<file path="config.mk">
export PLATFORM = sky130hd
export DESIGN_NAME = wdpc_top
export DESIGN_NICKNAME = d
export VERILOG_FILES = /design/src/logic/wdpc_div.v /design/src/logic/wdpc_top.v
export VERILOG_INCLUDE_DIRS = /design/src /design/src/logic
export SDC_FILE = /design/constraint.sdc
export NUM_CORES = 1
export LEC_CHECK = 0
export ABC_AREA = 1
export BUFFER_PORTS_ARGS = -buffer_cell sky130_fd_sc_hd__buf_2
export CAP_MARGIN = 20
export CORE_ASPECT_RATIO = 1.25
export CORE_MARGIN = 2
export CORE_UTILIZATION = 55
export DETAILED_ROUTE_END_ITERATION = 6
export GPL_TIMING_DRIVEN = 0
export PLACE_DENSITY_LB_ADDON = 0.1
export SLEW_MARGIN = 30
export SYNTH_ARGS = -nofsm -noshare
export SYNTH_HDL_FRONTEND = slang
export SYNTH_HIERARCHICAL = 1
export SYNTH_SLANG_ARGS = --single-unit
</file>
<file path="constraint.sdc">
create_clock -name CLK_SYS_IN -period 3.13 [get_ports CLK_SYS_IN]
set_input_delay 0.1565 -clock CLK_SYS_IN [delete_from_list [all_inputs] [get_ports CLK_SYS_IN]]
set_output_delay 0.1565 -clock CLK_SYS_IN [all_outputs]
set_load 0.02 [all_outputs]
</file>
<file path="src/logic/wdpc_defs.vh">
// Constants and field layout for the watchdog prescale control block
//
// Contract
// - Interval codes 10011 and above are reserved and fall back to the 1:32 ratio.
// - Code 10010 selects the 1:8388608 ratio, the longest 256 s interval.
// - Code 10001 selects 1:4194304 and code 10000 selects 1:2097152.
// - Each code step doubles the ratio from 1:32 at code 0, so 01000 gives 1:8192.
// - Code 00111 gives 1:4096, half the interval of the next code up.
// - Control bits 7 and 6 always read back as zero.
// - After any reset the interval field comes up at the 1:65536 two-second code.
// - The soft enable bit governs the watchdog only when the config enable field is 01.
// - A time-out in sleep gives no reset but wakes the core and updates the flags.
// - The counter clears on reset, clear instruction, sleep entry and exit, oscillator
//       failure, start-up timer running and while disabled.

`ifndef WDPC_DEFS_VH
`define WDPC_DEFS_VH

// ----------------------------------------------------------------
// Register bus
// ----------------------------------------------------------------
`define WDPC_ADDR_W 3
`define WDPC_DATA_W 8
`define WDPC_OFS_CONTROL 3'h0
`define WDPC_OFS_PWRSTAT 3'h1
`define WDPC_OFS_IRQSTAT 3'h2
`define WDPC_OFS_IRQMASK 3'h3

// ----------------------------------------------------------------
// Control register fields
// ----------------------------------------------------------------
`define WDPC_CTL_EN_BIT 0
`define WDPC_CTL_SEL_LSB 1
`define WDPC_CTL_SEL_MSB 5
`define WDPC_SEL_W 5
`define WDPC_SEL_RESET 5'h0b
`define WDPC_SEL_LAST 5'h12
`define WDPC_EN_RESET 1'h0
`define WDPC_BASE_SHIFT 5'h05

// ----------------------------------------------------------------
// Power control status fields
// ----------------------------------------------------------------
`define WDPC_PS_TO_BIT 0
`define WDPC_PS_PD_BIT 1
`define WDPC_PS_RST_BIT 2

// ----------------------------------------------------------------
// Interrupt status and mask fields
// ----------------------------------------------------------------
`define WDPC_IRQ_W 2
`define WDPC_IRQ_WAKE_BIT 0
`define WDPC_IRQ_RST_BIT 1

// ----------------------------------------------------------------
// Config enable field encodings
// ----------------------------------------------------------------
`define WDPC_CFG_OFF 2'h0
`define WDPC_CFG_SOFT 2'h1
`define WDPC_CFG_NOSLEEP 2'h2
`define WDPC_CFG_ON 2'h3

// ----------------------------------------------------------------
// Counter
// ----------------------------------------------------------------
`define WDPC_CNT_W 23
`define WDPC_CNT_ZERO 23'h000000
`define WDPC_CNT_ONE 23'h000001

`endif

</file>
<file path="src/logic/wdpc_div.v">
// Watchdog tick counter with programmable terminal count
`timescale 1ns/1ps
`include "wdpc_defs.vh"

module wdpc_div (
    // Clock and reset
    input wire clk_in,
    input wire rst_in,
    // Control
    input wire clear_in,
    input wire tick_in,
    input wire [`WDPC_CNT_W-1:0] limit_in,
    // Status
    output reg [`WDPC_CNT_W-1:0] count_out,
    output reg expire_out
);

    // Terminal count reached on this tick
    wire at_limit;
    assign at_limit = (count_out == limit_in);

    // Count ticks, restart on clear or on expiry
    always @(posedge clk_in or posedge rst_in) begin
        if (rst_in) begin
            count_out <= `WDPC_CNT_ZERO;
            expire_out <= 1'b0;
        end else if (clear_in) begin
            count_out <= `WDPC_CNT_ZERO;
            expire_out <= 1'b0;
        end else if (tick_in && at_limit) begin
            count_out <= `WDPC_CNT_ZERO;
            expire_out <= 1'b1;
        end else begin
            if (tick_in) begin
                count_out <= count_out + `WDPC_CNT_ONE;
            end
            expire_out <= 1'b0;
        end
    end

endmodule

</file>
<file path="src/logic/wdpc_top.v">
// Watchdog prescale control: register file, enable logic, time-out handling
//
// The implementer's own choices: the placing of the registers and the strobed register port.
`timescale 1ns/1ps
`include "wdpc_defs.vh"

module wdpc_top (
    // Clock and reset
    input wire CLK_SYS_IN,
    input wire RST_IN,
    // Register port
    input wire [`WDPC_ADDR_W-1:0] ADDR_IN,
    input wire [`WDPC_DATA_W-1:0] WDATA_IN,
    input wire WR_IN,
    input wire RD_IN,
    output reg [`WDPC_DATA_W-1:0] RDATA_OUT,
    // Watchdog oscillator pin
    input wire WD_OSC_IN,
    // Core and configuration
    input wire [1:0] WD_CONFIG_EN_IN,
    input wire SLEEP_IN,
    input wire CLEAR_WD_INSTR_IN,
    input wire OSC_FAIL_IN,
    input wire OST_RUN_IN,
    // Watchdog results
    output reg WD_RESET_OUT,
    output reg WAKE_OUT,
    output reg WD_ACTIVE_OUT,
    output reg TIMEOUT_FLAG_N_OUT,
    output reg POWERDOWN_FLAG_N_OUT,
    output reg WD_RESET_FLAG_OUT,
    // Interrupt
    output reg IRQ_OUT
);

    // ----------------------------------------------------------------
    // Functions
    // ----------------------------------------------------------------

    // Terminal count for an interval code, ratio minus one
    function [`WDPC_CNT_W-1:0] wdpc_limit;
        input [`WDPC_SEL_W-1:0] sel;
        reg [`WDPC_SEL_W-1:0] shift;
        reg [`WDPC_CNT_W:0] ratio;
        begin
            if (sel > `WDPC_SEL_LAST) begin
                shift = `WDPC_BASE_SHIFT;
            end else begin
                shift = sel + `WDPC_BASE_SHIFT;
            end
            // Codes 10010, 10001, 10000, 00111 land on 2^23, 2^22, 2^21, 2^12
            ratio = {{`WDPC_CNT_W{1'b0}}, 1'b1} << shift;
            wdpc_limit = ratio[`WDPC_CNT_W-1:0] - `WDPC_CNT_ONE;
        end
    endfunction

    // Address decode helper for a strobe
    function wdpc_hit;
        input strobe;
        input [`WDPC_ADDR_W-1:0] addr;
        input [`WDPC_ADDR_W-1:0] ofs;
        begin
            wdpc_hit = strobe && (addr == ofs);
        end
    endfunction

    // ----------------------------------------------------------------
    // Declarations
    // ----------------------------------------------------------------
    reg osc_meta_q;
    reg osc_sync_q;
    reg osc_prev_q;
    reg sleep_prev_q;
    reg [`WDPC_SEL_W-1:0] sel_q;
    reg [`WDPC_SEL_W-1:0] sel_d;
    reg soft_en_q;
    reg soft_en_d;
    reg [`WDPC_IRQ_W-1:0] irq_stat_q;
    reg [`WDPC_IRQ_W-1:0] irq_stat_d;
    reg [`WDPC_IRQ_W-1:0] irq_mask_q;
    reg rst_flag_d;
    reg to_n_d;
    reg pd_n_d;
    reg [`WDPC_DATA_W-1:0] rdata_d;
    reg active_d;

    wire wd_tick;
    wire sleep_change;
    wire counter_clear;
    wire expire;
    wire [`WDPC_CNT_W-1:0] limit;
    wire timeout_sleep;
    wire timeout_awake;
    wire wr_ctl;
    wire wr_pwr;
    wire wr_stat;
    wire wr_mask;

    // ----------------------------------------------------------------
    // Watchdog oscillator crossing
    // ----------------------------------------------------------------

    // Two-stage synchroniser, then an edge register for tick detection
    always @(posedge CLK_SYS_IN or posedge RST_IN) begin
        if (RST_IN) begin
            osc_meta_q <= 1'b0;
            osc_sync_q <= 1'b0;
            osc_prev_q <= 1'b0;
        end else begin
            osc_meta_q <= WD_OSC_IN;
            osc_sync_q <= osc_meta_q;
            osc_prev_q <= osc_sync_q;
        end
    end

    // One tick per rising edge of the watchdog oscillator
    assign wd_tick = osc_sync_q && !osc_prev_q;

    // ----------------------------------------------------------------
    // Sleep edge tracking
    // ----------------------------------------------------------------

    // Remember previous sleep level to spot entry and exit
    always @(posedge CLK_SYS_IN or posedge RST_IN) begin
        if (RST_IN) begin
            sleep_prev_q <= 1'b0;
        end else begin
            sleep_prev_q <= SLEEP_IN;
        end
    end

    assign sleep_change = SLEEP_IN ^ sleep_prev_q;

    // ----------------------------------------------------------------
    // Enable decision
    // ----------------------------------------------------------------

    // Config field picks the source; soft enable only counts for 01
    always @* begin
        case (WD_CONFIG_EN_IN)
            `WDPC_CFG_ON: active_d = 1'b1;
            `WDPC_CFG_NOSLEEP: active_d = !SLEEP_IN;
            `WDPC_CFG_SOFT: active_d = soft_en_q;
            default: active_d = 1'b0;
        endcase
    end

    // Counter held clear while any clearing condition stands
    assign counter_clear = !active_d || CLEAR_WD_INSTR_IN || sleep_change ||
                           OSC_FAIL_IN || OST_RUN_IN || WD_RESET_OUT;

    // ----------------------------------------------------------------
    // Counter
    // ----------------------------------------------------------------
    assign limit = wdpc_limit(sel_q);

    wdpc_div u_div (
        .clk_in(CLK_SYS_IN),
        .rst_in(RST_IN),
        .clear_in(counter_clear),
        .tick_in(wd_tick),
        .limit_in(limit),
        .count_out(),
        .expire_out(expire)
    );

    // Expiry splits by whether the core sleeps; a same-cycle clear cancels it
    assign timeout_sleep = expire && active_d && SLEEP_IN && !counter_clear;
    assign timeout_awake = expire && active_d && !SLEEP_IN && !counter_clear;

    // ----------------------------------------------------------------
    // Register strobes
    // ----------------------------------------------------------------
    assign wr_ctl = wdpc_hit(WR_IN, ADDR_IN, `WDPC_OFS_CONTROL);
    assign wr_pwr = wdpc_hit(WR_IN, ADDR_IN, `WDPC_OFS_PWRSTAT);
    assign wr_stat = wdpc_hit(WR_IN, ADDR_IN, `WDPC_OFS_IRQSTAT);
    assign wr_mask = wdpc_hit(WR_IN, ADDR_IN, `WDPC_OFS_IRQMASK);

    // ----------------------------------------------------------------
    // Control register
    // ----------------------------------------------------------------

    // Watchdog reset reloads the defaults, software write otherwise
    always @* begin
        sel_d = sel_q;
        soft_en_d = soft_en_q;
        if (timeout_awake) begin
            sel_d = `WDPC_SEL_RESET;
            soft_en_d = `WDPC_EN_RESET;
        end else if (wr_ctl) begin
            sel_d = WDATA_IN[`WDPC_CTL_SEL_MSB:`WDPC_CTL_SEL_LSB];
            soft_en_d = WDATA_IN[`WDPC_CTL_EN_BIT];
        end
    end

    // Control state, two-second code after power-on reset
    always @(posedge CLK_SYS_IN or posedge RST_IN) begin
        if (RST_IN) begin
            sel_q <= `WDPC_SEL_RESET;
            soft_en_q <= `WDPC_EN_RESET;
        end else begin
            sel_q <= sel_d;
            soft_en_q <= soft_en_d;
        end
    end

    // ----------------------------------------------------------------
    // Power control status flags
    // ----------------------------------------------------------------

    // Time-out drops the active-low flag; clear instruction and sleep raise it
    always @* begin
        rst_flag_d = WD_RESET_FLAG_OUT;
        to_n_d = TIMEOUT_FLAG_N_OUT;
        pd_n_d = POWERDOWN_FLAG_N_OUT;
        if (wr_pwr && WDATA_IN[`WDPC_PS_RST_BIT]) begin
            rst_flag_d = 1'b0;
        end
        if (timeout_awake) begin
            rst_flag_d = 1'b1;
        end
        if (CLEAR_WD_INSTR_IN) begin
            to_n_d = 1'b1;
            pd_n_d = 1'b1;
        end else if (SLEEP_IN && !sleep_prev_q) begin
            to_n_d = 1'b1;
            pd_n_d = 1'b0;
        end
        if (timeout_sleep || timeout_awake) begin
            to_n_d = 1'b0;
        end
    end

    // Flag registers; power-on sets both active-low flags
    always @(posedge CLK_SYS_IN or posedge RST_IN) begin
        if (RST_IN) begin
            WD_RESET_FLAG_OUT <= 1'b0;
            TIMEOUT_FLAG_N_OUT <= 1'b1;
            POWERDOWN_FLAG_N_OUT <= 1'b1;
        end else begin
            WD_RESET_FLAG_OUT <= rst_flag_d;
            TIMEOUT_FLAG_N_OUT <= to_n_d;
            POWERDOWN_FLAG_N_OUT <= pd_n_d;
        end
    end

    // ----------------------------------------------------------------
    // Interrupt status and mask
    // ----------------------------------------------------------------

    // Write one to clear; a new event in the same cycle wins
    always @* begin
        irq_stat_d = irq_stat_q;
        if (wr_stat) begin
            irq_stat_d = irq_stat_q & ~WDATA_IN[`WDPC_IRQ_W-1:0];
        end
        if (timeout_sleep) begin
            irq_stat_d[`WDPC_IRQ_WAKE_BIT] = 1'b1;
        end
        if (timeout_awake) begin
            irq_stat_d[`WDPC_IRQ_RST_BIT] = 1'b1;
        end
    end

    // Status, mask and the level interrupt
    always @(posedge CLK_SYS_IN or posedge RST_IN) begin
        if (RST_IN) begin
            irq_stat_q <= {`WDPC_IRQ_W{1'b0}};
            irq_mask_q <= {`WDPC_IRQ_W{1'b0}};
            IRQ_OUT <= 1'b0;
        end else begin
            irq_stat_q <= irq_stat_d;
            if (wr_mask) begin
                irq_mask_q <= WDATA_IN[`WDPC_IRQ_W-1:0];
            end
            IRQ_OUT <= |(irq_stat_d & (wr_mask ? WDATA_IN[`WDPC_IRQ_W-1:0] : irq_mask_q));
        end
    end

    // ----------------------------------------------------------------
    // Read path
    // ----------------------------------------------------------------

    // Read mux; unimplemented bits and unmapped offsets give zero
    always @* begin
        rdata_d = {`WDPC_DATA_W{1'b0}};
        if (RD_IN) begin
            case (ADDR_IN)
                `WDPC_OFS_CONTROL: begin
                    rdata_d[`WDPC_CTL_SEL_MSB:`WDPC_CTL_SEL_LSB] = sel_q;
                    rdata_d[`WDPC_CTL_EN_BIT] = soft_en_q;
                end
                `WDPC_OFS_PWRSTAT: begin
                    rdata_d[`WDPC_PS_TO_BIT] = TIMEOUT_FLAG_N_OUT;
                    rdata_d[`WDPC_PS_PD_BIT] = POWERDOWN_FLAG_N_OUT;
                    rdata_d[`WDPC_PS_RST_BIT] = WD_RESET_FLAG_OUT;
                end
                `WDPC_OFS_IRQSTAT: begin
                    rdata_d[`WDPC_IRQ_W-1:0] = irq_stat_q;
                end
                `WDPC_OFS_IRQMASK: begin
                    rdata_d[`WDPC_IRQ_W-1:0] = irq_mask_q;
                end
                default: begin
                    rdata_d = {`WDPC_DATA_W{1'b0}};
                end
            endcase
        end
    end

    // Read data register, valid the cycle after the strobe
    always @(posedge CLK_SYS_IN or posedge RST_IN) begin
        if (RST_IN) begin
            RDATA_OUT <= {`WDPC_DATA_W{1'b0}};
        end else begin
            RDATA_OUT <= rdata_d;
        end
    end

    // ----------------------------------------------------------------
    // Result outputs
    // ----------------------------------------------------------------

    // One-cycle reset and wake pulses, plus the running indication
    always @(posedge CLK_SYS_IN or posedge RST_IN) begin
        if (RST_IN) begin
            WD_RESET_OUT <= 1'b0;
            WAKE_OUT <= 1'b0;
            WD_ACTIVE_OUT <= 1'b0;
        end else begin
            WD_RESET_OUT <= timeout_awake;
            WAKE_OUT <= timeout_sleep;
            WD_ACTIVE_OUT <= active_d;
        end
    end

endmodule

</file>
Word-level counts from Yosys, hierarchy flattened:

Index checks and enable logic that the tools add are counted.
Widths: inputs -> output; s select.

* flip-flop bits (word level): 53
* bits in latches: 0
* bits in writable memories: 0
* ROM bits: 0
* input port bits: 22
* memories kept: 0

* $add $sub $neg: 3
* $mul: 0
* divide/modulo/power cells: 0
* order comparisons: 1
* equal/unequal tests: 7
* shift-type cells: 1
* mux-type cells: 26
* bitwise gates (word level): 4
* reduce and logical (&&, ||, !) cells: 31

Operator list (number)
* $mux 23: 3
* $add 23x1->23 const B: 1
* $eq 23x23->1: 1
* $shl 1x5->23 const A: 1
* $sub 23x1->23 const B: 1
* $mux 5: 3
* $logic_and 1x1->1: 13
* $mux 1: 13
* $pmux 2 s4: 1
* $eq 3x2->1 const B: 2
* $logic_or 1x1->1: 6
* $mux 6: 1
* $reduce_bool 2->1: 3
* $reduce_bool 3->1: 2
* $add 5x3->5 const B: 1
* $gt 5x5->1 const B: 1
* $logic_not 1->1: 5
* $and 2x2->2: 2
* $eq 2x2->1 const B: 2
* $mux 2: 2
* $eq 3x1->1 const B: 1
* $logic_not 3->1: 1
* $mux 3: 1
* $pmux 1 s3: 1
* 5 further kinds: 5

Longest topological paths before layout:

Gate-level depths: netlist of run 1.

* depth after elaboration: 13
* depth in mapped cells: 29

By module:

The synthesis of run 1 kept the hierarchy.

By module, submodules not included
* wdpc_top: instances 1, cells each 305, area an instance 2016.9 um2, seq. area each 681.9 um2
* wdpc_div: instances 1, cells each 339, area an instance 1961.9 um2, seq. area each 600.6 um2

Worst setup path before layout of run 1:

Ideal clock, no wire load.

* path type: reg2reg
* start point: reg sel_q[0]
* end point: reg u_div.count_out[0]
* setup time: 0.117 ns
* data arrival time: 3.230 ns
* data required time: 3.013 ns
* slack: -0.217 ns
* cell stages (with the launch flop): 28
* path buffers: 3
* clock period less this slack: 3.347 ns
* path through: dfstp_2 > buf_2 > inv_1 > ha_1 > inv_1 > nand2_1 > nand2_1 > nand2_2 > buf_6 > nand4_1 > nor2_1 > inv_1 > ha_1 > inv_1 > nor2_4 > nand3_2 > nor2_4 > xor2_1 > inv_1 > nand2_1 > nand2_1 > nor2_1 > nand2_1 > nor2_2 > nand3_2 > buf_6 > nand3_1 > nand2_1

* longest elaborated chain between the ends: 8

Ends and longest elaborated chain
* start, declared: line wdpc_top.v:74 `` reg [`WDPC_SEL_W-1:0] sel_q; ``
* start signal, assigned: line wdpc_top.v:199 `` sel_q <= `WDPC_SEL_RESET; ``
* start signal, assigned: line wdpc_top.v:202 `sel_q <= sel_d;`
* $add 5x3->5 (no line) / $gt 5x5->1 (equally long branches)
* $mux 5 (*): line wdpc_top.v:46 `` if (sel > `WDPC_SEL_LAST) begin ``
* $shl 1x5->23 (*): line wdpc_top.v:52 `` ratio = {{`WDPC_CNT_W{1'b0}}, 1'b1} << shift; ``
* $sub 23x1->23 (no line) (*)
* via limit[0]: line wdpc_top.v:91 `` wire [`WDPC_CNT_W-1:0] limit; ``
* $eq 23x23->1 (*): line wdpc_div.v:20 `assign at_limit = (count_out == limit_in);`
* $logic_and 1x1->1 (*): line wdpc_div.v:30 `end else if (tick_in && at_limit) begin`
* $mux 23: line wdpc_div.v:30
* $mux 23: line wdpc_div.v:27 `end else if (clear_in) begin`
* end signal, assigned: line wdpc_div.v:25 `` count_out <= `WDPC_CNT_ZERO; ``
* end signal, assigned: line wdpc_div.v:28 `` count_out <= `WDPC_CNT_ZERO; ``
* end signal, assigned: line wdpc_div.v:31 `` count_out <= `WDPC_CNT_ZERO; ``
* end, declared: line wdpc_div.v:14 `` output reg [`WDPC_CNT_W-1:0] count_out, ``

The timed path passes the listed nets; every way through them passes the cells marked *.
A chain may end at the register's enable or synchronous reset.

Worst setup path in the final report of run 1:

* start point: reg sel_q[0]
* end point: reg u_div.count_out[8]

The elaborated chain is that of the path after synthesis.

==> flow_results.org, run 1 <==
** Worst setup path
- Cell repeated most along the worst path :: nand2_1
- The number of buffers and inverters on the critical path is 8.
- STA classifies the critical path endpoint as a flop.
- At the worst endpoint, the required time is 3340 ps.
- Type of the worst setup path :: reg2reg
- Critical Path AT :: about 3700 ps
- Crit path max-delay family :: simple AND/OR/NAND/NOR gates
- Library cell contributing the largest single delay on the critical path :: dfstp_2
- For this run, the slowest stage of the critical path takes 570 ps.
- STA classifies the critical path startpoint as a flop.
- Critical path fanouts, max :: 8

** Power
- Portion of total power attributed to combinational logic :: between 50% and 60%
- Max VDD drop :: approximately 0.39 mV
- Static leakage power :: 2.64 nW
- Internal power component :: 1.37 mW
- Sequential cells account for 28.6% of the total power.
- Switching share of total power :: a little under half
- In this run, the clock network consumes 14.7% of the power.
- Dividing total power by cell area gives a power density of about 530 nW/um^2.
- Total power consumption of the routed design :: 2.54 mW
- Net switching power :: 1.17 mW

** Yosys
- In this run, synthesis produced a sequential element count of 51.
- Cell count after synthesis :: between 600 and 700
- The share of synthesized area in the top cell type comes to 28.9%.
- Ranked by total cell area, the synthesized netlist is headed by dfrtp_1 29%, nand2_1 21%, nor2_1 9.3%.
- Number of different library cells in the post-synthesis netlist :: 35
- The Yosys step of the flow raised 6 warnings.
- Mean post-synth cell area :: 6.18 sq um
- Counting flops with an async set or reset pin after synthesis yields a share of 100%.
- Number of enable flip-flop cells after synthesis :: 0
- Ys flop type :: dfrtp_1
- Of all cell types, the one taking the most synthesized area is dfrtp_1.
- Post-synthesis instance area :: 3980 sq um
- Share of the yosys chip area belonging to registers :: 32.2%

** Drt
- The final layout contains routed wiring with a total length of 11.0 mm.
- For this block, the via count after detailed routing is 4227.
- For this block, the initial DRC count from the detailed router was 240.
- The count of nets left with antenna violations once routing finished came out at 0.
- Routed wirelength normalized by instance count :: 13.7 um
- Using the TritonRoute via totals, the vias-per-cell ratio works out to about 5.3.
- Residual DRC count :: 0
- Pre-Repair DR Iteration Count :: 5

** Global routing
- The total overflow left after global routing is 0.
- The via count of the first global-routing pass was 4156.
- Entering global routing, the biggest net connects 28 pins.
- The first global-routing pass estimated 18.4 mm of wire.
- All-Layer GR Usage :: 29.3%
- Number of antenna violations at the first check in global routing :: 0

** Placed design
- Port buffer count :: 32
- The wire-length estimate of the detail-placed layout is roughly 8.3 mm.
- At the end of routability-driven placement, the weighted congestion stood at 0.905.

** Cells and area
- Measured on the finished design, the core utilization comes to 68.1%.
- Leaving out fill and tap cells, the most frequent cells in the layout are 213 x nand2_1, 90 x inv_1, 90 x nor2_1, 46 x dfrtp_1, 37 x nand3_1.
- The number of antenna diodes in the final layout is 0.
- Fraction of layout cells with a size suffix above 1 :: between 15 and 20%
- Relative area change from synthesis to final layout :: 19.3%
- The net count of the finished layout is around 740.
- Most common library cell in the layout ignoring fill and taps :: nand2_1
- Counting the fill cells in the layout gives 646.

** STA
- Final Setup Violations :: 24
- After layout, the minimum clock period comes to around 3500 ps.
- Setup repair after global routing could not meet its margin everywhere.
- Setup slack on the critical path of the routed design comes to -321 ps.
- For the pin with the worst max-slew slack, the measured transition is 551 ps.
- Peak clock frequency supported by timing :: between 0.2 and 0.3 GHz
- Across the routed clock network, the largest skew measured is around 23 ps.
- Headroom to the max-slew limit came out at 63.2%.
- The count of endpoints failing hold in the final timing report came to 0.
- Of the available clock period, the critical path in the final layout requires 110%.
- Total Neg Setup Slack :: -7090 ps
- The number of max-slew violations in the final report was 0.

** Clock network
- Clock latency on the worst-skew pair, taken at its later pin, is 310 ps.
- Clock tree synthesis inserted a total of 5 buffers.
- H-tree depth :: 2
- The clock passes through at most 2 buffers.
- Sinks on the clock net :: 51
- Cell at the root of the clock tree :: clkbuf_8
- CTS tree :: yes
- After clock tree synthesis, the clock-pin slew on the worst setup and hold paths is 110 ps.

** Die
- Core Rows :: 34
- The floorplan step defined a die boundary enclosing between 7000 and 8000 sq um.
- From left edge to right edge, the die measures 80.1 um.
- Effective utilization at floorplan :: a little under three fifths
- The region available for standard cell placement spans 6980 sq um.
- Count of pins on the block boundary :: 37
- Chip height :: 99.1 um

** Outcome
- Run status :: finished, violations left
- Violations in the final reports :: setup timing

** Run
- Across the run, the number of max-cap violations was 0.

** Worst hold path
- Hold WC Path Type :: in2reg
-- metal layers --
metal | part of all wire, % | track usage (%) | up-vias | wire (um)
li1 | - | - | 2123 | -
met4 | 4.7 | 13.0 | 0 | 518
met5 | 0 | 0 | - | 0
met1 | 41 | 35.0 | 1927 | 4540
met3 | 4.8 | 5.44 | 47 | 531
met2 | 49 | 50.6 | 130 | 5370
-- timing repair --
action	in CTS	in global routing
gates resized for setup	20	8
buffers inserted	18	1
setup endpoints to repair	24	24
gates cloned	2	0
endpoints found under the hold margin	2	46
pin swaps	7	9
hold buffers	2	1
-- registers in the layout (all words and copies together) (netlist names), 2 cells and up --
register         count
sel_q                5
u_div/count_out     23
irq_mask_q           2
irq_stat_q           2
RDATA_OUT            6
-- area by class of cell --
type | count | area (sq um) | area share, %
Clock inverter | 2 | 13.8 | 0.290
Buffer | 10 | 81.3 | 1.71
Sequential cell | 51 | 1280 | 27.0
Inverter | 102 | 390 | 8.22
Multi-Input combinational cell | 482 | 2410 | 50.8
Timing Repair Buffer | 56 | 384 | 8.09
Tap cell | 90 | 113 | 2.37
Clock buffer | 6 | 72.6 | 1.53
-- kinds of logic (layout without fill, tap and decap cells) --
logic type / Yosys count / count (layout) / share of synthesized area (%)
AND/OR/NAND/NOR: 418 / 418 / 45.4
buffers and inverters: 112 / 176 / 11.4
flip-flops: 51 / 51 / 32.2
AO/OA/AOI/OAI: 41 / 41 / 5.72
XOR/XNOR: 16 / 16 / 3.52
adder cells (fa/ha/maj): 5 / 5 / 1.57
other: 1 / 2 / 0.0942
-- synth_stat cells, types with 6 or more instances --
cell type and count:
a21oi_1 6, nand3_1 48, inv_2 6, nand2_2 7
inv_1 95, o21ai_0 21, nor3_1 14, nand4_1 12
nor2_1 99, nand2_1 218, dfrtp_1 46, xor2_1 15
-- worst register-to-register path, stage by stage (launching register included) --
cell and delay, ps:
dfstp_2 570, buf_6 130, inv_8 30, ha_4 140, inv_2 40, nand2_2 50, nand2_2 90, nand2_4 70
buf_6 140, nand4_1 110, nor2_2 60, inv_1 70, ha_2 180, inv_2 40, nor2_4 190, nand3_4 140
nor2_2 150, xor2_1 170, inv_1 80, nand2_1 60, nand2_1 50, nor2_1 70, nand2_1 80, nor2_2 150
nand3_4 190, buf_6 200, nand3_1 60, nand2_1 60
-- power groups by stage --
| stage | clock (mW) | combinational, mW | sequential (mW) |
|---|---|---|---|
| finish | 0.374 | 1.44 | 0.725 |
| global route | 0.412 | 1.61 | 0.728 |
| CTS | 0.384 | 1.39 | 0.723 |
| detailed placement | 0 | 1.27 | 0.738 |
| global placement | 0 | 1.24 | 0.738 |
| floorplan | 0 | 1.00 | 0.742 |
-- metrics by stage --
stage               setup slack (ps)  cells  hold WS [ps]  instance area [sq um]
floorplan                      -8.12    645           171                   4070
global placement                -437    767           269                   4340
detailed placement              -485    767           281                   4340
CTS                             -302    797          74.7                   4710
global route                    -543    799          87.6                   4750
finish                          -321    799          80.9                   4750
-- final timing paths --
path	startpoint	to	slack [ps]	cells past startpoint
worst min register to register	osc_meta_q	osc_sync_q	360	0
min in group asynchronous	RST_IN	u_div/count_out[5]	430	3
worst max-delay path	sel_q[0]	u_div/count_out[8]	-320	27
worst min-delay path	CLEAR_WD_INSTR_IN	POWERDOWN_FLAG_N_OUT	80	3
worst max register to register	sel_q[0]	u_div/count_out[8]	-320	27
max in group asynchronous	RST_IN	sel_q[0]	2280	3
Power figures use the tool's default switching activity.
==> run 2: changes to the inputs <==
- REMOVE_ABC_BUFFERS: unset -> 1
==> run 2 against run 1 <==
  * The flow still finishes with violations (setup timing)
  * Combinational power grew 20%
  * Setup slack improved by 63 ps
  * Fmax up 1.9%
  * Flip-flop and latch count unchanged
  * Routed wire length is 5.9% higher
  * Cell count grew 0.50%
  * Critical endpoint is now u_div/count_out[20]
  * Largest power group unchanged
==> flow_results.org, run 2 (synthesis results as in run 1) <==
** Worst setup path
- The data arrival at the endpoint of the critical path came to 3590 ps (-70 ps).
- Required time of the critical path :: 3330 ps (about the same)
- The maximum fanout along the worst path was 6 (-2).
- STA classifies the critical path startpoint as a flop.
- STA classifies the critical path endpoint as a flop.
- Type of the worst setup path :: reg2reg

** Die
- Core Rows :: 34 (unchanged)
- Core outline area :: 6980 sq um (unchanged)
- Effective utilization at floorplan :: 57.0% (unchanged)
- Total die area :: 7940 sq um (unchanged)
- Count of pins on the block boundary :: 37 (unchanged)
- The die span in x came to 80.1 um (unchanged).
- The die extent in y was 99.1 um (unchanged).

** STA
- The slew at the pin closest to its max-slew limit is 846 ps (+295 ps).
- Final Setup Violations :: 24 (unchanged)
- Setup repair after global routing missed its margin :: yes
- The worst hold slack across all endpoints came to 48.3 ps (-32.6 ps).
- The portion of the clock cycle consumed by the worst path in the final layout is 108% (-2.0 points).
- The maximum achievable frequency is 0.295 GHz (+1.9%).
- Worst setup skew after layout :: 8.31 ps (-14.7 ps)
- The final worst-path setup slack was -258 ps (+63.4 ps).
- Fin. max-slew vios :: 0 (unchanged)
- The remaining max-slew budget at the tightest pin came to 43.5% (-20 points).
- The minimum period implied by the final worst setup slack came to 3390 ps (-63.4 ps).
- Final Hold Violating Endpoints :: 0 (unchanged)

** Clock network
- Clock transition at the registers of the reported paths :: 100 ps (about the same)
- The tree is rooted in a clkbuf_8.
- The total CTS buffers was 5 (unchanged).
- Maximum root-to-sink buffer count :: 2 (unchanged)
- Sinks on the clock net :: 51 (unchanged)
- H-tree depth :: 2 (unchanged)
- The insertion delay to the later sink of the worst-skew pair is 310 ps (about the same).
- CTS tree :: yes

** Placed design
- Pre-CTS worst setup slack :: -1030 ps (-549 ps)
- Final Wtd Congestion :: 0.900 (-0.56%)
- The total placed cells including tap cells came to 758 (-1.2%).
- Port buffer count :: 32 (unchanged)
- Half-perimeter wire length after detailed placement :: 7.84 mm (-5.8%)

** Drt
- Routed Wire Length :: 11.6 mm (+5.9%)
- Antenna viol nets, final :: 0 (unchanged)
- The via density per instance was 5.42 (+2.4%).
- Residual DRC count :: 0 (unchanged)
- The routed via count was 4351 (+2.9%).
- Pre-Repair DR Iteration Count :: 5 (unchanged)
- The violation count after the first detailed-routing iteration is 318 (+33%).
- Routed wirelength normalized by instance count :: 14.5 um (+5.4%)

** Outcome
- Run status :: finished, violations left
- The final reports fail on setup timing.

** Power
- Max VDD drop :: 0.380 mV (-1.3%)
- PD cells :: 569 nW/um^2 (+6.5%)
- Static leakage power :: 2.68 nW (+1.5%)

** Worst hold path
- Hold WC Path Type :: in2reg

** Cells and area
- Most frequent cells in the layout :: 203 x nand2_1, 86 x inv_1, 72 x nor2_1, 46 x dfrtp_1, 32 x buf_2
- The library cell used most frequently in the layout, excluding fill and tap cells, is nand2_1.
- Post-layout utilization of the core :: 72.3% (+4.3 points)
- Antenna Cells :: 0 (unchanged)
- Flip-flop count of the largest register after layout :: 23 (unchanged)
- Layout fillers :: 580 (-10%)
- Reg with most FFs :: u_div/count_out
- NumNets Final :: 739 (+0.54%)
- The largest registers in the layout are u_div/count_out: 23 flops, RDATA_OUT: 6 flops, sel_q: 5 flops.
- Relative to the synthesized area, the layout overhead comes to 26.8%.
- Filler-free cell count of the finished design :: 803 (+0.50%)
- The fraction of final layout cells sized beyond drive strength 1 is 26.9% (+7.3 points).

** Global routing
- The via count of the first global-routing pass is 4220 (+1.5%).
- The number of antenna violations at the first check in global routing is 0 (unchanged).
- The sum of overflow across all layers after global routing came to 0 (unchanged).
- All-Layer GR Usage :: 30.6% (+1.3 points)
- The first-pass GRT wire length came to 19.3 mm (+4.9%).
- Maximum number of pins on one net before global-route repair :: 28 (unchanged)

** Run
- The max-capacitance violation count is 0 (unchanged).
==> run 2: where the power goes <==
group / internal, mW / switching, mW
Clock: 0.165 / 0.245
Sequential: 0.696 / 0.0301
Combinational: 0.622 / 1.11
==> run 2: area by class of cell <==
cell class | instances | area, sq um | area share (%)
Multi-Input combinational cell | 485 | 2690 | 53.3
Sequential cell | 51 | 1280 | 25.4
Timing Repair Buffer | 67 | 473 | 9.38
Inverter | 102 | 389 | 7.71
Tap cell | 90 | 113 | 2.23
Clock buffer | 5 | 68.8 | 1.36
Clock inverter | 3 | 27.5 | 0.546
==> run 2: per-layer routing <==
layer  vias to the layer above  part of all wire, %  GRT usage (%)
li1                       2131                    -              -
met1                      1985                   40           36.6
met2                       188                   50           53.5
met3                        47                  5.2           4.36
met4                         0                  4.8           14.1
met5                         -                    0              0
==> run 2: worst paths after layout <==
path	startpoint	endpoint	slack [ps]	cells after the start
worst max-delay path	sel_q[1]	u_div/count_out[20]	-260	27
worst min-delay path	WDATA_IN[5]	sel_q[4]	50	3
worst max register to register	sel_q[1]	u_div/count_out[20]	-260	27
worst min register to register	osc_meta_q	osc_sync_q	370	0
max in group asynchronous	RST_IN	sel_q[0]	2300	3
min in group asynchronous	RST_IN	u_div/count_out[3]	440	3
==> run 2: through the flow <==
stage | cell area (sq um) | setup TNS (ps) | power, mW
after detailed placement | 4210 | -24050 | 1.98
after floorplan | 3910 | -5030 | 1.68
after global placement | 4180 | -21060 | 1.94
final | 5040 | -5390 | 2.87
after CTS | 4940 | -2280 | 2.71
after global routing | 5040 | -9510 | 3.08
==> run 2: worst max-delay path, stage by stage, from the launching register on <==
cell and delay, ps:
dfstp_2 600, buf_12 120, ha_4 150, inv_2 40
nand2_2 60, nand3_2 80, nand2_4 100, inv_4 40
nand2_4 80, nor2_4 40, inv_2 90, ha_4 140
inv_2 40, nor2_4 200, nand3_4 140, nor2_4 150
o21ai_1 70, nand2_1 140, inv_1 50, nand2_1 50
nand2_1 80, nor2_2 140, nand2_2 80, nor2_4 120
buf_4 150, nand3_4 150, nand3_2 100, nand2_1 50
==> run 2: repair_timing <==
action	4_1_cts	5_1_grt
buffers inserted	27	3
hold endpoints to repair	24	0
cloned	3	1
pin swaps	39	33
hold buffers	3	0
gates resized for setup	88	26
endpoints found under the setup margin	24	24
==> run 3: changes to the inputs <==
- CTS_CLUSTER_SIZE: unset -> 14
- SKIP_CTS_REPAIR_TIMING: unset -> 1
==> run 3 against run 2 <==
  * The flow finishes with violations (DRC, setup timing)
  * Critical endpoint is now u_div/count_out[16]
  * Final area is 1.4% lower
  * Sequential share of layout area rose by 0.36 points
  * Global-route usage down 3.3 points
  * Clock power about the same
  * Setup slack worse by 88 ps
  * Via count is 0.39% lower
  * Power fell by 1.3%
  * Critical path type unchanged
  * Fmax decreased by 2.5%
  * Sequential power increased by 1%
==> flow_results.org, run 3 (synthesis results as in run 1) <==
** Cells and area
- Final standard cell area without fillers :: 4970 sq um (-1.4%)
- u_div/count_out holds more flip-flops than any other register.
- Antenna Cells :: 0 (unchanged)
- The largest registers in the layout are u_div/count_out: 23 flops, RDATA_OUT: 6 flops, sel_q: 5 flops.
- The final layout net count is 738 (-0.14%).
- The number of flip-flops under the largest register name came to 23 (unchanged).
- The core utilization of the finished layout came to 71.3% (-1.0 points).
- Most frequent cells in the layout :: 206 x nand2_1, 88 x inv_1, 82 x nor2_1, 46 x dfrtp_1, 34 x nand3_1
- Most common library cell in the layout ignoring fill and taps :: nand2_1
- Compared with the post-synthesis result, the final layout area differs by 25.0%.
- Fraction of layout cells with a size suffix above 1 :: 23.2% (-3.8 points)
- The final cell count without fillers is 802 (-0.12%).

** Clock network
- Maximum root-to-sink buffer count :: 2 (unchanged)
- The insertion delay to the later sink of the worst-skew pair came to 310 ps (about the same).
- Clock transition at the registers of the reported paths :: 100 ps (about the same)
- H-tree depth :: 2 (unchanged)
- The number of sinks handled by clock tree synthesis was 51 (unchanged).
- TritonCTS built the clock tree.
- The total CTS buffers came to 5 (unchanged).
- Cell at the root of the clock tree :: clkbuf_8

** STA
- The count of endpoints failing hold in the final timing report is 0 (unchanged).
- The number of max-slew violations in the final report is 0 (unchanged).
- The slew at the pin closest to its max-slew limit was 696 ps (-150 ps).
- Total Neg Setup Slack :: -7100 ps (-1720 ps)
- Final Setup Violations :: 24 (unchanged)
- Final worst-path cycle share :: 111% (+2.8 points)
- The final setup skew came to 7.96 ps (-0.346 ps).
- The final worst-path setup slack came to -346 ps (-88.4 ps).
- The remaining max-slew budget at the tightest pin is 53.5% (+10 points).
- The maximum achievable frequency is 0.288 GHz (-2.5%).
- Setup repair after global routing could not meet its margin everywhere.
- The worst hold slack across all endpoints is 49.9 ps (+1.63 ps).
- The minimum period implied by the final worst setup slack came to 3480 ps (+88.4 ps).

** Power
- Static leakage power :: 2.68 nW (about the same)
- The post-layout total power is 2.83 mW (-1.3%).
- Max VDD drop :: 0.393 mV (+3.2%)
- PD cells :: 570 nW/um^2 (+0.17%)

** Worst setup path
- Critical Path AT :: 3690 ps (+100 ps)
- In this run the worst setup path begins at sel_q[0].
- Required time of the critical path :: 3340 ps (about the same)
- R2R cell count :: 26 (-3.7%)
- The worst setup path is captured at a flop.
- The maximum fanout along the worst path came to 8 (+2).
- Setup slack, reg-to-reg :: -350 ps (-90 ps)
- Type of the worst setup path :: reg2reg
- Following the worst setup path forward leads to its endpoint at u_div/count_out[16].
- STA classifies the critical path startpoint as a flop.
- In this run the critical register-to-register path is captured at u_div/count_out[16].
- Start of the worst register-to-register path :: sel_q[0]

** Drt
- Antenna viol nets, final :: 0 (unchanged)
- Metal3 WL :: 560 um (-6.7%)
- Residual DRC count :: 1 (+1)
- Routed Wire Length :: 11.6 mm (-0.12%)
- Highest metal used :: met4
- The total routed wire length on the met1 layer was 4.71 mm (+1.1%).
- Drt first-iter violations :: 426 (+34%)
- Pre-Repair DR Iteration Count :: 7 (+2)
- The post-detailed-route wirelength per cell is 14.5 um (about the same).
- Via density per instance :: 5.40 (-0.27%)
- Number of vias after detailed routing :: 4334 (-0.39%)
- Length of routed met2 wiring :: 5.92 mm (+2.3%)

** Outcome
- The final reports fail on DRC, setup timing.
- The flow ran to the end, but the final reports show violations.

** Placed design
- The total half-perimeter wirelength after legalization and detailed placement came to 7.84 mm (unchanged).
- Port buffer count :: 32 (unchanged)
- Pre-CTS worst setup slack :: -1030 ps (unchanged)
- The final weighted congestion in routability-driven placement was 0.900 (unchanged).
- The cell area after placement is 4210 sq um (unchanged).
- The total placed cells including tap cells was 758 (unchanged).

** Die
- The starting utilization of the core area is 57.0% (unchanged).
- The cell row count is 34 (unchanged).
- Chip width :: 80.1 um (unchanged)
- Chip height :: 99.1 um (unchanged)
- Total die area :: 7940 sq um (unchanged)
- The number of placed I/O pins came to 37 (unchanged).
- The core area was 6980 sq um (unchanged).

** Global routing
- Maximum number of pins on one net before global-route repair :: 28 (unchanged)
- Number of antenna violations at the first check in global routing :: 0 (unchanged)
- Global-route wire length before repair :: 17.3 mm (-11%)
- The via count of the first global-routing pass was 3812 (-9.7%).
- Remaining global-route overflow :: 0 (unchanged)
- The overall global routing resource usage is 27.3% (-3.3 points).

** Worst hold path
- The path class of the tightest hold or removal check is in2reg.
- Worst Hold Launch :: WDATA_IN[5]

** Run
- Max capacitance violation total :: 0 (unchanged)
run 3: routing by layer:
| layer | global-route usage [%] | vias to the layer above |
|---|---|---|
| li1 | - | 2136 |
| met1 | 33.3 | 1995 |
| met2 | 48.8 | 169 |
| met3 | 3.45 | 34 |
| met4 | 9.65 | 0 |
| met5 | 0 | - |
run 3: how the worst min path moves through the flow:
stage                               endpoint  depth (start not counted)
after floorplan           u_div/count_out[0]                          1
after global placement            osc_meta_q                          1
after detailed placement          osc_prev_q                          2
after CTS                         osc_prev_q                          2
after global routing                sel_q[4]                          3
final                               sel_q[4]                          3
run 3: critical path, stage by stage, from the launching register on:
cell and delay, ps:
dfstp_2 590, inv_4 60, ha_4 160, inv_4 50
nand2_4 60, nand2_4 100, nand2_8 90, nand4_1 230
nor2_4 60, inv_2 90, ha_4 140, inv_2 50
nor2_4 210, nand3_4 140, nor2_4 120, o21ai_1 70
nand2_1 130, inv_1 50, nand2_1 50, nand2_1 50
nor2_1 110, nand2_1 90, nor2_4 130, buf_4 180
nand3_4 170, nand3_2 110, nand2_1 50
run 3: power by group:
part,switching (mW),internal (mW)
logic,1.08,0.614
clock network,0.245,0.165
registers,0.0363,0.696
total,1.36,1.48
run 3: final cells by class:
| class | instances | area (sq um) |
|---|---|---|
| sequential | 51 | 1280 |
| clock inverter | 3 | 27.5 |
| timing repair buffer | 65 | 454 |
| tap | 90 | 113 |
| clock buffer | 5 | 68.8 |
| inverter | 102 | 390 |
| fill | 595 | 2000 |
| multi-input combinational | 486 | 2640 |
